**src/hdl/lcd_drv_pkg.sv**
```systemverilog
/*
 * Shared constants, register map and carrier types for the 40-output
 * static display driver. Assumes a single 25 MHz system clock domain.
 */
package lcd_drv_pkg;
    localparam int CH_BITS = 20;
    localparam int NUM_CH = 2;
    localparam int FIFO_DEPTH = 16;
    localparam int FRAME_W = CH_BITS * NUM_CH;
    localparam int AXI_AW = 8;

    localparam logic [7:0] OFS_CTRL = 8'h00;
    localparam logic [7:0] OFS_STATUS = 8'h04;
    localparam logic [7:0] OFS_LATCH1 = 8'h08;
    localparam logic [7:0] OFS_LATCH2 = 8'h0C;
    localparam logic [7:0] OFS_FIFO_LO = 8'h10;
    localparam logic [7:0] OFS_FIFO_HI = 8'h14;

    localparam int CTRL_DRIVE_BIT = 0;
    localparam int CTRL_CAPTURE_BIT = 1;
    localparam int STAT_OVF_BIT = 0;
    localparam int STAT_PIN_LSB = 4;
    localparam int STAT_COUNT_LSB = 16;
    localparam int HI_VALID_BIT = 31;

    localparam logic [1:0] RESP_OKAY = 2'h0;
    localparam logic [1:0] RESP_SLVERR = 2'h2;

    typedef struct packed {
        logic [CH_BITS-1:0] sr;
        logic [CH_BITS-1:0] latch;
    } chan_s;

    typedef struct packed {
        logic latch_strobe;
        logic shift_strobe;
        logic alternation;
        logic channel2_mode_select;
        logic shift_dir_sel_ch1;
        logic shift_dir_sel_ch2;
        logic ch1_left;
        logic ch1_right;
        logic ch2_left;
        logic ch2_right;
    } pins_s;

    typedef struct packed {
        logic capture_en;
        logic drive_en;
    } ctrl_s;

    localparam ctrl_s CTRL_RESET = 2'h3;

    typedef enum logic [1:0] {
        WR_COLLECT = 2'b01,
        WR_RESP = 2'b10
    } wr_state_e;

    typedef enum logic [1:0] {
        RD_IDLE = 2'b01,
        RD_RESP = 2'b10
    } rd_state_e;
endpackage

```
**src/hdl/frame_fifo.sv**
```systemverilog
/*
 * Synchronous FIFO with valid/ready on both sides and an occupancy count.
 * Assumes push and pop come from the same clock domain.
 */
`timescale 1ns/1ps
module frame_fifo #(
    parameter int WIDTH = 40,
    parameter int DEPTH = 16
) (
    input wire logic aclk,
    input wire logic aresetn,
    input wire logic in_valid,
    output logic in_ready,
    input wire logic [WIDTH-1:0] in_data,
    output logic out_valid,
    input wire logic out_ready,
    output logic [WIDTH-1:0] out_data,
    output logic [$clog2(DEPTH):0] count
);
    localparam int PW = $clog2(DEPTH);
    logic [WIDTH-1:0] mem_q [DEPTH];
    logic [PW-1:0] wr_q, wr_d, rd_q, rd_d;
    logic [PW:0] cnt_q, cnt_d;
    logic push, pop;

    always_comb
    begin
        push = in_valid && in_ready;
        pop = out_valid && out_ready;
        wr_d = push ? PW'(wr_q + 1'b1) : wr_q;
        rd_d = pop ? PW'(rd_q + 1'b1) : rd_q;
        cnt_d = cnt_q;
        if (push && !pop)
        begin
            cnt_d = (PW+1)'(cnt_q + 1'b1);
        end
        else if (pop && !push)
        begin
            cnt_d = (PW+1)'(cnt_q - 1'b1);
        end
    end

    always_ff @(posedge aclk)
    begin
        if (!aresetn)
        begin
            wr_q <= '0;
            rd_q <= '0;
            cnt_q <= '0;
        end
        else
        begin
            wr_q <= wr_d;
            rd_q <= rd_d;
            cnt_q <= cnt_d;
        end
        if (push)
        begin
            mem_q[wr_q] <= in_data;
        end
    end

    assign in_ready = (cnt_q != (PW+1)'(DEPTH));
    assign out_valid = (cnt_q != '0);
    assign out_data = mem_q[rd_q];
    assign count = cnt_q;
endmodule

```
**src/hdl/static_lcd_shift_latch_driver.sv**
```systemverilog
/*
 * Two 20-bit bidirectional shift/latch channels driving 40 display
 * outputs, strobed by an external display controller, with an AXI4-Lite
 * register slave and a 16-frame capture FIFO of latched frames.
 * Assumes all controller pins are asynchronous to aclk and much slower.
 */
`timescale 1ns/1ps
module static_lcd_shift_latch_driver #(
    parameter int FIFO_DEPTH = lcd_drv_pkg::FIFO_DEPTH
) (
    input wire logic aclk,
    input wire logic aresetn,
    input wire logic [lcd_drv_pkg::AXI_AW-1:0] awaddr,
    input wire logic awvalid,
    output logic awready,
    input wire logic [31:0] wdata,
    input wire logic [3:0] wstrb,
    input wire logic wvalid,
    output logic wready,
    output logic [1:0] bresp,
    output logic bvalid,
    input wire logic bready,
    input wire logic [lcd_drv_pkg::AXI_AW-1:0] araddr,
    input wire logic arvalid,
    output logic arready,
    output logic [31:0] rdata,
    output logic [1:0] rresp,
    output logic rvalid,
    input wire logic rready,
    input wire logic latch_strobe,
    input wire logic shift_strobe,
    input wire logic alternation,
    input wire logic channel2_mode_select,
    input wire logic shift_dir_sel_ch1,
    input wire logic shift_dir_sel_ch2,
    input wire logic ch1_left_serial_port_level,
    output logic ch1_left_serial_port_drive,
    output logic ch1_left_serial_port_drive_en,
    input wire logic ch1_right_serial_port_level,
    output logic ch1_right_serial_port_drive,
    output logic ch1_right_serial_port_drive_en,
    input wire logic ch2_left_serial_port_level,
    output logic ch2_left_serial_port_drive,
    output logic ch2_left_serial_port_drive_en,
    input wire logic ch2_right_serial_port_level,
    output logic ch2_right_serial_port_drive,
    output logic ch2_right_serial_port_drive_en,
    output logic [lcd_drv_pkg::FRAME_W-1:0] drive_outputs
);
    localparam int N = lcd_drv_pkg::CH_BITS;
    localparam int CW = $clog2(FIFO_DEPTH) + 1;

    lcd_drv_pkg::pins_s pin_raw, s1_q, s2_q, s3_q;
    lcd_drv_pkg::chan_s ch_q [2];
    lcd_drv_pkg::chan_s ch_d [2];
    lcd_drv_pkg::ctrl_s ctrl_q, ctrl_d;
    lcd_drv_pkg::wr_state_e wst_q, wst_d;
    lcd_drv_pkg::rd_state_e rst_q, rst_d;
    logic [lcd_drv_pkg::FRAME_W-1:0] drive_q, drive_d, fifo_out;
    logic [3:0] ser_drv_q, ser_drv_d, ser_en_q, ser_en_d;
    logic [lcd_drv_pkg::AXI_AW-1:0] awaddr_q, awaddr_d;
    logic [31:0] wdata_q, wdata_d, rdata_q, rdata_d;
    logic [3:0] wstrb_q, wstrb_d;
    logic aw_got_q, aw_got_d, w_got_q, w_got_d;
    logic awready_q, awready_d, wready_q, wready_d, arready_q, arready_d;
    logic [1:0] bresp_q, bresp_d, rresp_q, rresp_d;
    logic ovf_q, ovf_d;
    logic [1:0] shift_ev, latch_ev, dir, left_in, right_in;
    logic fall_ls, rise_ls, fall_ss, rise_ss, mode, alt;
    logic fifo_in_ready, fifo_out_valid, pop, push_try, ovf_clr;
    logic [CW-1:0] fifo_count;
    logic [lcd_drv_pkg::AXI_AW-1:0] rd_addr, wr_addr;

    assign pin_raw = {latch_strobe, shift_strobe, alternation, channel2_mode_select,
        shift_dir_sel_ch1, shift_dir_sel_ch2, ch1_left_serial_port_level,
        ch1_right_serial_port_level, ch2_left_serial_port_level,
        ch2_right_serial_port_level};

    frame_fifo #(
        .WIDTH(lcd_drv_pkg::FRAME_W),
        .DEPTH(FIFO_DEPTH)
    ) u_fifo (
        .aclk(aclk),
        .aresetn(aresetn),
        .in_valid(push_try),
        .in_ready(fifo_in_ready),
        .in_data({ch_d[1].latch, ch_d[0].latch}),
        .out_valid(fifo_out_valid),
        .out_ready(pop),
        .out_data(fifo_out),
        .count(fifo_count)
    );

    // strobe edges and channel event routing
    always_comb
    begin
        fall_ls = s3_q.latch_strobe && !s2_q.latch_strobe;
        rise_ls = !s3_q.latch_strobe && s2_q.latch_strobe;
        fall_ss = s3_q.shift_strobe && !s2_q.shift_strobe;
        rise_ss = !s3_q.shift_strobe && s2_q.shift_strobe;
        mode = s2_q.channel2_mode_select;
        alt = s2_q.alternation;
        shift_ev[0] = fall_ss;
        latch_ev[0] = fall_ls;
        shift_ev[1] = mode ? rise_ls : fall_ss;
        latch_ev[1] = mode ? rise_ss : fall_ls;
        dir = {s2_q.shift_dir_sel_ch2, s2_q.shift_dir_sel_ch1};
        left_in = {s2_q.ch2_left, s2_q.ch1_left};
        right_in = {s2_q.ch2_right, s2_q.ch1_right};
    end

    // shift registers, latches, drive levels
    always_comb
    begin
        for (int c = 0; c < lcd_drv_pkg::NUM_CH; c++)
        begin
            ch_d[c] = ch_q[c];
            if (latch_ev[c])
            begin
                ch_d[c].latch = ch_q[c].sr;
            end
            if (shift_ev[c])
            begin
                // direction high: right end in, left end out
                ch_d[c].sr = dir[c] ? {ch_q[c].sr[N-2:0], right_in[c]}
                    : {left_in[c], ch_q[c].sr[N-1:1]};
            end
            ser_drv_d[2*c] = ch_d[c].sr[N-1];
            ser_drv_d[2*c+1] = ch_d[c].sr[0];
            ser_en_d[2*c] = dir[c];
            ser_en_d[2*c+1] = !dir[c];
        end
        // level = bit xor phase, ch2 phase inverted in swapped mode; with drive_en set, two outputs of one channel differ exactly when bits differ
        drive_d = '0;
        if (ctrl_q.drive_en)
        begin
            drive_d[N-1:0] = ch_d[0].latch ^ {N{alt}};
            drive_d[2*N-1:N] = ch_d[1].latch ^ {N{alt ^ mode}};
        end
    end

    // register slave and capture path
    always_comb
    begin
        rd_addr = {araddr[lcd_drv_pkg::AXI_AW-1:2], 2'h0};
        wr_addr = {awaddr_q[lcd_drv_pkg::AXI_AW-1:2], 2'h0};
        push_try = ctrl_q.capture_en && latch_ev[0];
        ovf_clr = 1'b0;
        wst_d = wst_q;
        rst_d = rst_q;
        ctrl_d = ctrl_q;
        awaddr_d = awaddr_q;
        wdata_d = wdata_q;
        wstrb_d = wstrb_q;
        aw_got_d = aw_got_q;
        w_got_d = w_got_q;
        bresp_d = bresp_q;
        rresp_d = rresp_q;
        rdata_d = rdata_q;
        pop = 1'b0;
        case (wst_q)
            lcd_drv_pkg::WR_COLLECT:
            begin
                if (awvalid && awready_q)
                begin
                    aw_got_d = 1'b1;
                    awaddr_d = awaddr;
                end
                if (wvalid && wready_q)
                begin
                    w_got_d = 1'b1;
                    wdata_d = wdata;
                    wstrb_d = wstrb;
                end
                if (aw_got_q && w_got_q)
                begin
                    aw_got_d = 1'b0;
                    w_got_d = 1'b0;
                    wst_d = lcd_drv_pkg::WR_RESP;
                    bresp_d = lcd_drv_pkg::RESP_OKAY;
                    case (wr_addr)
                        lcd_drv_pkg::OFS_CTRL:
                        begin
                            if (wstrb_q[0])
                            begin
                                ctrl_d.drive_en = wdata_q[lcd_drv_pkg::CTRL_DRIVE_BIT];
                                ctrl_d.capture_en = wdata_q[lcd_drv_pkg::CTRL_CAPTURE_BIT];
                            end
                        end
                        lcd_drv_pkg::OFS_STATUS:
                        begin
                            ovf_clr = wstrb_q[0] && wdata_q[lcd_drv_pkg::STAT_OVF_BIT];
                        end
                        lcd_drv_pkg::OFS_LATCH1, lcd_drv_pkg::OFS_LATCH2,
                        lcd_drv_pkg::OFS_FIFO_LO, lcd_drv_pkg::OFS_FIFO_HI:
                        begin
                            bresp_d = lcd_drv_pkg::RESP_OKAY;
                        end
                        default:
                        begin
                            bresp_d = lcd_drv_pkg::RESP_SLVERR;
                        end
                    endcase
                end
            end
            lcd_drv_pkg::WR_RESP:
            begin
                if (bready)
                begin
                    wst_d = lcd_drv_pkg::WR_COLLECT;
                end
            end
            default:
            begin
                wst_d = lcd_drv_pkg::WR_COLLECT;
            end
        endcase
        awready_d = (wst_d == lcd_drv_pkg::WR_COLLECT) && !aw_got_d;
        wready_d = (wst_d == lcd_drv_pkg::WR_COLLECT) && !w_got_d;
        case (rst_q)
            lcd_drv_pkg::RD_IDLE:
            begin
                if (arvalid && arready_q)
                begin
                    rst_d = lcd_drv_pkg::RD_RESP;
                    rresp_d = lcd_drv_pkg::RESP_OKAY;
                    rdata_d = '0;
                    case (rd_addr)
                        lcd_drv_pkg::OFS_CTRL:
                        begin
                            rdata_d[lcd_drv_pkg::CTRL_DRIVE_BIT] = ctrl_q.drive_en;
                            rdata_d[lcd_drv_pkg::CTRL_CAPTURE_BIT] = ctrl_q.capture_en;
                        end
                        lcd_drv_pkg::OFS_STATUS:
                        begin
                            rdata_d[lcd_drv_pkg::STAT_OVF_BIT] = ovf_q;
                            rdata_d[lcd_drv_pkg::STAT_PIN_LSB +: 10] = s2_q;
                            rdata_d[lcd_drv_pkg::STAT_COUNT_LSB +: CW] = fifo_count;
                        end
                        lcd_drv_pkg::OFS_LATCH1:
                        begin
                            rdata_d[N-1:0] = ch_q[0].latch;
                        end
                        lcd_drv_pkg::OFS_LATCH2:
                        begin
                            rdata_d[N-1:0] = ch_q[1].latch;
                        end
                        lcd_drv_pkg::OFS_FIFO_LO:
                        begin
                            rdata_d = fifo_out[31:0];
                        end
                        lcd_drv_pkg::OFS_FIFO_HI:
                        begin
                            // empty fifo reads as zero rather than a stale entry
                            if (fifo_out_valid)
                            begin
                                rdata_d[lcd_drv_pkg::FRAME_W-33:0] =
                                    fifo_out[lcd_drv_pkg::FRAME_W-1:32];
                            end
                            rdata_d[lcd_drv_pkg::HI_VALID_BIT] = fifo_out_valid;
                            pop = fifo_out_valid;
                        end
                        default:
                        begin
                            rresp_d = lcd_drv_pkg::RESP_SLVERR;
                        end
                    endcase
                end
            end
            lcd_drv_pkg::RD_RESP:
            begin
                if (rready)
                begin
                    rst_d = lcd_drv_pkg::RD_IDLE;
                end
            end
            default:
            begin
                rst_d = lcd_drv_pkg::RD_IDLE;
            end
        endcase
        arready_d = (rst_d == lcd_drv_pkg::RD_IDLE);
        // a dropped frame sets overflow even in the cycle software clears it
        ovf_d = (ovf_q && !ovf_clr) || (push_try && !fifo_in_ready);
    end

    always_ff @(posedge aclk)
    begin
        // no reset here: idle pin levels are in place at release, so no false edge
        s1_q <= pin_raw;
        s2_q <= s1_q;
        s3_q <= s2_q;
        if (!aresetn)
        begin
            ch_q[0] <= '0;
            ch_q[1] <= '0;
            drive_q <= '0;
            ser_drv_q <= '0;
            ser_en_q <= '0;
            ctrl_q <= lcd_drv_pkg::CTRL_RESET;
            wst_q <= lcd_drv_pkg::WR_COLLECT;
            rst_q <= lcd_drv_pkg::RD_IDLE;
            awaddr_q <= '0;
            wdata_q <= '0;
            wstrb_q <= '0;
            aw_got_q <= 1'b0;
            w_got_q <= 1'b0;
            awready_q <= 1'b0;
            wready_q <= 1'b0;
            arready_q <= 1'b0;
            bresp_q <= lcd_drv_pkg::RESP_OKAY;
            rresp_q <= lcd_drv_pkg::RESP_OKAY;
            rdata_q <= '0;
            ovf_q <= 1'b0;
        end
        else
        begin
            ch_q[0] <= ch_d[0];
            ch_q[1] <= ch_d[1];
            drive_q <= drive_d;
            ser_drv_q <= ser_drv_d;
            ser_en_q <= ser_en_d;
            ctrl_q <= ctrl_d;
            wst_q <= wst_d;
            rst_q <= rst_d;
            awaddr_q <= awaddr_d;
            wdata_q <= wdata_d;
            wstrb_q <= wstrb_d;
            aw_got_q <= aw_got_d;
            w_got_q <= w_got_d;
            awready_q <= awready_d;
            wready_q <= wready_d;
            arready_q <= arready_d;
            bresp_q <= bresp_d;
            rresp_q <= rresp_d;
            rdata_q <= rdata_d;
            ovf_q <= ovf_d;
        end
    end

    assign awready = awready_q;
    assign wready = wready_q;
    assign bvalid = (wst_q == lcd_drv_pkg::WR_RESP);
    assign bresp = bresp_q;
    assign arready = arready_q;
    assign rvalid = (rst_q == lcd_drv_pkg::RD_RESP);
    assign rdata = rdata_q;
    assign rresp = rresp_q;
    assign drive_outputs = drive_q;
    assign {ch2_right_serial_port_drive, ch2_left_serial_port_drive,
        ch1_right_serial_port_drive, ch1_left_serial_port_drive} = ser_drv_q;
    assign {ch2_right_serial_port_drive_en, ch2_left_serial_port_drive_en,
        ch1_right_serial_port_drive_en, ch1_left_serial_port_drive_en} = ser_en_q;
endmodule

```
**config.mk**
```make
export PLATFORM = sky130hd
export DESIGN_NAME = static_lcd_shift_latch_driver
export DESIGN_NICKNAME = d
export VERILOG_FILES = /design/src/hdl/lcd_drv_pkg.sv /design/src/hdl/frame_fifo.sv /design/src/hdl/static_lcd_shift_latch_driver.sv
export SDC_FILE = /design/constraint.sdc
export NUM_CORES = 1
export LEC_CHECK = 0
export ABC_CLOCK_PERIOD_IN_PS = 8240
export BUFFER_PORTS_ARGS = -buffer_cell sky130_fd_sc_hd__buf_2
export CELL_PAD_IN_SITES_DETAIL_PLACEMENT = 1
export CELL_PAD_IN_SITES_GLOBAL_PLACEMENT = 2
export CORE_ASPECT_RATIO = 1.4
export CORE_MARGIN = 3
export CORE_UTILIZATION = 50
export CTS_CLUSTER_DIAMETER = 120
export DETAILED_ROUTE_END_ITERATION = 16
export GPL_TIMING_DRIVEN = 1
export HOLD_SLACK_MARGIN = 0.03
export PLACE_DENSITY_LB_ADDON = 0.1
export SETUP_SLACK_MARGIN = 0.4
export SYNTH_ARGS = -nofsm -noshare
export SYNTH_HDL_FRONTEND = slang
export SYNTH_SLANG_ARGS = --single-unit
```
**constraint.sdc**
```tcl
create_clock -name aclk -period 8.24 [get_ports aclk]
set_clock_uncertainty 0.1 [all_clocks]
set_input_delay 1.648 -clock aclk [delete_from_list [all_inputs] [get_ports aclk]]
set_output_delay 1.648 -clock aclk [all_outputs]
set_load 0.05 [all_outputs]
```
* Word-level counts from Yosys, hierarchy flattened
Memory sizes are Yosys's and may differ from the RTL's. A register that Yosys moved wholly into a read port is not among the register bits.
Index checks and enable logic that the tools add are counted.
** Storage, ports and cells
- Memories kept :: 2
- Word-level logic and storage cells :: 164
- Input port bits :: 69
- Memory bits (writable) :: 720
- Bits in registers :: 142
** Operators by class
- Eq/ne operators :: 17
- Reductions and logical operators :: 43
- Add/sub/neg operators :: 4
- Multiplexer cells :: 49
- Bitwise operators :: 5
** Memories
- u_fifo.mem_q :: depth 16, bits a word 40, rd ports 1, clocked after Yosys merged registers in 1, wr ports 1, RTL line frame_fifo.sv:21 : logic [WIDTH-1:0] mem_q [DEPTH];
- ch_q :: depth 2, bits a word 40, rd ports 2, clocked after Yosys merged registers in 0, wr ports 2, RTL line static_lcd_shift_latch_driver.sv:54 : lcd_drv_pkg::chan_s ch_q [2];
** Operator list (count)
- $mux 20 :: 6
- $mux 40 :: 2
- $xor 20x20->20 :: 2
- $eq 6x2->1 const B :: 4
- $eq 6x3->1 const B :: 4
- $pmux 6 s4 :: 1
- $pmux 4 s5 :: 1
- $logic_and 1x1->1 :: 18
- $mux 1 :: 18
- $pmux 4 s4 :: 1
- $eq 6x1->1 const B :: 2
- $logic_not 1->1 :: 12
- $logic_not 6->1 :: 2
- $mux 2 :: 6
- $reduce_or 6->1 :: 2
- $mux 10 :: 1
- $mux 5 :: 2
- $reduce_and 2->1 :: 5
- $add 4x1->4 const B :: 2
- $eq 2x1->1 const B :: 4
- $mux 4 :: 2
- $mux 8 :: 1
- $pmux 2 s2 :: 2
- $pmux 2 s4 :: 1
- 14 further kinds :: 17

* Depth between registers and ports, before layout
Gate-level depths: netlist of the first run.
- Depth in word-level cells :: 8
- Gate-level depth with buffers :: 13
- Gate-level depth less buffers :: 12

* Cells and area by module
A second synthesis of the first run with hierarchy kept.
** Second synthesis, totals
- Cell total of the unflattened synthesis :: 1896
- Area total of the unflattened synthesis :: 32981.6 sq um
** Modules (own cells, without submodules)
- frame_fifo :: area each 24866.3 sq um, instances 1, cells each 1086
- static_lcd_shift_latch_driver :: area each 8115.3 sq um, instances 1, cells each 810

* Worst setup path after synthesis of the first run
No wires, ideal clock.
- Kind :: reg-to-reg
- Start :: register s2_q[9] (netlist name)
- End :: memory u_fifo.mem_q[3][0] (enable)
- Stages on the path, launching flop included :: 6
- Buffers on the path :: 1
- Slack :: 3.650 ns
- Setup time :: 0.487 ns
- Arrival :: 4.003 ns
- Cell sequence :: dfxtp_1 > nand2b_1 > clkbuf_1 > a211oi_2 > nand2_1 > nor3_1
** On the way
- Cells in the longest elaborated chain, start to end :: 6
** Ends and longest elaborated chain
- start, declared :: RTL line static_lcd_shift_latch_driver.sv:53 : lcd_drv_pkg::pins_s pin_raw, s1_q, s2_q, s3_q;
- start signal, assigned :: RTL line static_lcd_shift_latch_driver.sv:291 : s2_q <= s1_q;
- $logic_not 1->1 :: RTL line static_lcd_shift_latch_driver.sv:97 : fall_ls = s3_q.latch_strobe && !s2_q.latch_strobe;
- $logic_and 1x1->1 :: RTL line static_lcd_shift_latch_driver.sv:97
- $logic_and 1x1->1 :: RTL line static_lcd_shift_latch_driver.sv:147 : push_try = ctrl_q.capture_en && latch_ev[0];
- $logic_and 1x1->1 :: RTL line frame_fifo.sv:28 : push = in_valid && in_ready;
- net u_fifo.push :: RTL line frame_fifo.sv:24 : logic push, pop;
- $mux 1 :: RTL line frame_fifo.sv:57 : if (push)
- $mux 1 (not written as such) :: RTL line frame_fifo.sv:59 : mem_q[wr_q] <= in_data;
- end, declared :: RTL line frame_fifo.sv:21
The timed path passes the listed nets, and every way through them passes these cells.

* Final worst setup path of the first run
- Start :: input port araddr[2] (netlist name)
- End :: register u_fifo.cnt_q[4], in the netlist u_fifo.count[4]
** On the way
- Cells in the longest elaborated chain, start to end :: 8
- Elaborated cells between the ends (all ways) :: 10
- Those cells by class :: 1 x eq/ne; 4 x mux; 5 x reduce/logical
** Ends and longest elaborated chain
- start, declared :: RTL line static_lcd_shift_latch_driver.sv:23 : input wire logic [lcd_drv_pkg::AXI_AW-1:0] araddr,
- $eq 6x3->1 (*) :: RTL line static_lcd_shift_latch_driver.sv:228 : case (rd_addr)
- $mux 1 (*) :: RTL line static_lcd_shift_latch_driver.sv:228
- $mux 1 (*) :: RTL line static_lcd_shift_latch_driver.sv:223 : if (arvalid && arready_q)
- $mux 1 (*) :: RTL line static_lcd_shift_latch_driver.sv:220 : case (rst_q)
- $logic_and 1x1->1 (*) :: RTL line frame_fifo.sv:29 : pop = out_valid && out_ready;
- $logic_not 1->1 :: RTL line frame_fifo.sv:33 : if (push && !pop)
- $logic_and 1x1->1 :: RTL line frame_fifo.sv:33
- $mux 5 / $reduce_bool 2->1 (equally long branches)
- end signal, assigned :: RTL line frame_fifo.sv:55 : cnt_q <= cnt_d;
- end, declared :: RTL line frame_fifo.sv:23 : logic [PW:0] cnt_q, cnt_d;
Every way passes the cells marked *; elsewhere a longest branch is shown, timed or not.
A chain may end at the register's enable or synchronous reset.

==> flow_summary.json, run 1 <==
{
  "run_status": "finished clean",
  "cts.reportedPaths.clkPinSlew_ns": 0.07,
  "seq_area_frac_synth_pct": 71.91,
  "yosysTopAreaCellShare_pct": 58.61,
  "cts_buffer_depth": 3,
  "grt_pass1_wl_um": 124100,
  "power_mw": 9.559,
  "setup_ws_ns": 4.002,
  "p_per_area_nw_per_um2": 256.4,
  "gp_congestion": 0.7915,
  "hold_class": "reg -> reg",
  "ir_worst_vdd_v": 0.0002156,
  "ys_types": 56,
  "place_ws_ns": 3.349,
  "die_width_um": 222.4,
  "finish.utilization_pct": 57.63,
  "cts_made_buffers": 82,
  "post-dp-hpwl_um": 48040,
  "placed_cells": 2769,
  "first_iter_violations": 1487,
  "grt_antenna_before_repair": 2,
  "postRouteAntennaNets": 0,
  "multiInputGateArea_um2": 8612,
  "dieHeight_um": 309.0,
  "cp-start-kind": "input pin",
  "grt_setup_unrepaired": "no",
  "p_leak_nw": 13.13,
  "criticalPathCategory": "in -> reg",
  "top_level_ports": 158,
  "synth-async-reset-ratio_pct": 0,
  "track_usage_pct": 24.71,
  "regArea_um2": 23600,
  "insertion_delay_ns": 0.63,
  "fin_crit_ns": 4.238,
  "viasPerCell": 5.939,
  "cts_root_buffer": "clkbuf_16",
  "crit_path_end_kind": "register",
  "timing.final.crit_share_pct": 51.43,
  "cts_setup_buffers": 0,
  "tns_ns": 0,
  "synth_warnings": 0,
  "io_buffers": 118,
  "crit_arrival_ns": 4.67,
  "ys_ff_latch": 858,
  "instances_no_fill": 2923,
  "final_nets": 2096,
  "first_pass_iters": 5,
  "synthCells": 1889,
  "setup_viol": 0,
  "relSlewSlack_pct": 26.15,
  "dieArea_um2": 68740,
  "grt_pass1_vias": 18340,
  "synth_area_leaders": "edfxtp_1 (59%), dfxtp_1 (13%), mux4_2 (12%)",
  "synth_common_cells": "edfxtp_1 (640), dfxtp_1 (218), mux4_2 (176), nor2_1 (172), mux2i_1 (104)",
  "cts-htree-levels": 3,
  "grt_overflow": 0,
  "area_growth_pct": 13.69,
  "post_drt_wl_per_cell_um": 28.85,
  "cts_tree": "yes",
  "drive_gt1_share_pct": 24.48,
  "synth_ff_type": "edfxtp_1",
  "fillers": 5741,
  "path_max_fanout": 12,
  "drv_slew": 0,
  "grt_max_degree": 93,
  "row_count": 110,
  "initial_core_util_pct": 50.69,
  "drcViolationCount": 0,
  "cts.sinks": 858,
  "cts_resized": 0,
  "avgSynthCellArea_um2": 17.36,
  "critPathRequiredTime_ns": 8.67,
  "tightest_slew_ns": 1.077,
  "drv_cap": 0,
  "synthMostInstantiatedCell": "edfxtp_1",
  "synth_edf_count": 640,
  "postCtsHoldBufs": 0,
  "dr_total_vias": 17360,
  "finalWirelength_um": 84320,
  "timing.fmax_mhz": 236.0,
  "core_um2": 64690,
  "n_antenna_cell": 0,
  "synth_area_um2": 32790,
  "synth_top_cell_by_area": "edfxtp_1",
  "hold_viol_final": 0
}
==> state kept, by name, summed over array words and instances, names as in the netlist, 3 cells and up, named ones only <==
signal / count
u_fifo.mem_q: 640
ch_q: 77
drive_outputs: 40
rdata: 32
s1_q: 10
awaddr_q: 6
u_fifo.count: 5
ser_en_q: 4
u_fifo.rd_q: 4
u_fifo.wr_q: 4
ser_drv_q: 3
==> per-stage QoR <==
| stage | hold WS, ns | area, um2 |
|---|---|---|
| 2_1_floorplan | 0.2096 | 32800 |
| 3_3_place_gp | 0.2159 | 34340 |
| 3_5_place_dp | 0.2144 | 34340 |
| 4_1_cts | 0.2371 | 37280 |
| 5_1_grt | 0.2433 | 37280 |
| 6_report | 0.2306 | 37280 |
==> critical path, stage by stage <==
cell      delay [ns]
buf_2           0.29
nor2b_1         0.53
o2111a_1        0.44
nand2_1         0.18
ha_1            0.26
inv_1           0.14
ha_1            0.28
a21o_1          0.19
a21oi_1         0.18
xnor2_1         0.09
or3_1           0.30
a21oi_1         0.13
==> cell type report <==
class                      instances  share of cell area, %
inverter                          54                 0.5470
sequential                       858                  63.29
timing repair buffer             155                  2.363
tap                              840                  2.819
clock buffer                     105                  5.984
clock inverter                    49                  1.900
multi-input combinational        862                  23.10
==> layout by cell type (no fill, tap or decap), drive strengths merged, types with 26 or more instances in the layout <==
master / count
clkbuf: 105
mux2i: 104
edfxtp: 640
nand2: 71
a211oi: 46
buf: 155
xor2: 26
nor2: 172
dfxtp: 218
inv: 56
mux4: 176
==> final timing paths <==
path	slack, ns	endpoint	from	cells past startpoint
hold reg to reg	0.23	dir[0]	s1_q[5]	0
setup / recovery	4.00	u_fifo.count[4]	araddr[2]	12
hold / removal	0.23	dir[0]	s1_q[5]	0
setup reg to reg	4.35	u_fifo.mem_q[3][39]	s2_q[9]	6
==> cells by family after synthesis <==
logic type,Yosys count,synth area share [%]
adders and majority gates,14,0.5571
xor gates and xnor gates,51,1.362
muxes,301,15.98
other,1,0.01144
AOI/OAI and AO/OA,174,3.720
DFF,858,71.91
and+or+nand+nor,320,4.216
buffers and inverters,170,2.236
==> per-layer routing <==
metal | share of wire [%] | up-vias | wire, um | track usage [%]
met2 | 51 | 573 | 42790 | 42.34
li1 | - | 7554 | - | -
met4 | 3.5 | 0 | 2970 | 9.260
met5 | 0 | - | 0 | 0
met1 | 40 | 9113 | 33500 | 32.07
met3 | 6.0 | 120 | 5058 | 4.186
==> report_power, final <==
part           leakage [nW]  switching (mW)  total (mW)  internal, mW
clock network          1.42            1.63        4.10          2.46
registers              7.72          0.0710        4.81          4.74
logic                  3.99           0.468       0.652         0.184
No activity file was read; power rests on OpenSTA's default activity.
==> run 2: changes to the inputs <==
- ABC_CLOCK_PERIOD_IN_PS: 8240 -> 4300
- CORE_UTILIZATION: 50 -> 46
- clock period: 8.24 -> 4.3 ns (I/O delays scaled with it)
==> run 2 against run 1 <==
  * Count of clock-buffer cells in the layout grew 12
  * Sequential power up 92%
  * Power is 85% higher
  * Sequential cell count stayed put
  * Worst hold slack better by 0.0031 ns
  * Critical path type is now reg -> reg
  * Cell area up 0.94%
  * Final cell count grew 4.3%
  * Clock power rose by 75%
  * Non-clock buffer count rose by 32
  * Via count rose by 0.71%
  * Combinational power increased by 93%
  * Routed wire length rose by 2.4%
==> flow_summary.json, run 2 (synthesis gave the netlist of run 1 again) <==
{
  "timing.final.crit_share_pct": 76.64,
  "dieHeight_um": 321.9,
  "hold_class": "reg -> reg",
  "grt_setup_unrepaired": "no",
  "cts-htree-levels": 3,
  "postRouteAntennaNets": 0,
  "postCtsHoldBufs": 0,
  "finish.utilization_pct": 53.38,
  "final_nets": 2129,
  "timing.fmax_mhz": 303.4,
  "core_um2": 70510,
  "post-dp-hpwl_um": 52050,
  "drv_slew": 0,
  "cts.sinks": 858,
  "die_width_um": 231.7,
  "post_drt_wl_per_cell_um": 28.33,
  "area_growth_pct": 14.76,
  "largest_reg_flops": 640,
  "fin_crit_ns": 3.296,
  "grt_pass1_wl_um": 127200,
  "grt_antenna_before_repair": 5,
  "row_count": 115,
  "crit_path_end_kind": "register",
  "first_pass_iters": 5,
  "top_level_ports": 158,
  "grt_max_degree": 59,
  "cts.reportedPaths.clkPinSlew_ns": 0.06,
  "cts_buffer_depth": 3,
  "first_iter_violations": 1503,
  "tightest_slew_ns": 0.9965,
  "top_register": "u_fifo.mem_q",
  "drcViolationCount": 0,
  "cp-start-kind": "register",
  "use_met1_pct": 30.67,
  "initial_core_util_pct": 46.51,
  "tns_ns": 0,
  "hold_viol_final": 0,
  "grt_pass1_vias": 18690,
  "met3_usage_pct": 3.167,
  "insertion_delay_ns": 0.63,
  "run_status": "finished clean",
  "busiest_layer": "met2",
  "track_usage_pct": 23.52,
  "ir_worst_vdd_v": 0.0003212,
  "gp_congestion": 0.7591,
  "final_common_cell": "edfxtp_1",
  "crit_arrival_ns": 3.75,
  "dr_total_vias": 17480,
  "finalWirelength_um": 86360,
  "drv_cap": 0,
  "cts_tree": "yes",
  "criticalPathCategory": "reg -> reg",
  "p_leak_nw": 13.21,
  "cts_root_buffer": "clkbuf_16",
  "io_buffers": 118,
  "layout_common_cells": "edfxtp_1 (640), dfxtp_1 (214), mux4_2 (176), nor2_1 (158), buf_2 (118)",
  "relSlewSlack_pct": 33.47,
  "grt_use_met2_pct": 41.14,
  "cts_made_buffers": 83,
  "path_max_fanout": 5,
  "n_antenna_cell": 0,
  "p_per_area_nw_per_um2": 469.6,
  "drive_gt1_share_pct": 25.47,
  "power_mw": 17.67,
  "setup_viol": 0,
  "viasPerCell": 5.736,
  "dieArea_um2": 74570,
  "grt_overflow": 0,
  "cts_resized": 0,
  "critPathRequiredTime_ns": 4.75,
  "cts_setup_buffers": 0
}
[run 2: layout make-up]
cell class | count | area (um2)
clock buffers | 117 | 2387
clock inverters | 34 | 270.3
repair buffers | 187 | 1371
flip-flops and latches | 858 | 23600
multi-input cells | 862 | 8635
fillers | 6488 | 32870
inverters | 54 | 203.9
well taps | 936 | 1171
[run 2: final timing paths]
check	slack (ns)	cells after the start	end	from
max	1.00	11	u_fifo.count[4]	u_fifo.count[2]
max reg2reg	1.00	11	u_fifo.count[4]	u_fifo.count[2]
min reg2reg	0.23	0	dir[0]	s1_q[5]
min	0.23	0	dir[0]	s1_q[5]
[run 2: routing by layer]
metal	vias up	part of all wire, %
met5	-	0.028
met4	4	2.7
met3	114	5.0
met2	487	52
met1	9258	41
li1	7620	-
[run 2: worst max-delay path: stages (launching register included)]
cell and delay, ns:
dfxtp_1 0.35, or4_1 0.61, o2111a_1 0.31, nand2_1 0.17, ha_1 0.22, inv_1 0.11, fa_1 0.42, a21o_1 0.18
a21oi_1 0.19, xnor2_1 0.11, or3_1 0.30, a21oi_1 0.13
[run 2: where the power goes]
part           total [mW]  leakage, nW  switching, mW  internal [mW]
combinational        1.26         4.18          0.891          0.369
clock                7.19         1.31           3.08           4.11
sequential           9.22         7.72          0.141           9.08
total                17.7         13.2           4.11           13.6
[run 2: per-stage QoR]
stage | std cells | setup slack [ns] | cell area (um2) | hold slack [ns]
final | 3048 | 1.004 | 37630 | 0.2337
after global routing | 3048 | 0.8395 | 37630 | 0.2162
after CTS | 3048 | 0.9635 | 37630 | 0.1917
after detailed placement | 2897 | 0.7305 | 34980 | 0.2135
after global placement | 2897 | 0.7423 | 34980 | 0.2178
after floorplan | 1890 | 0.7795 | 32820 | 0.2096
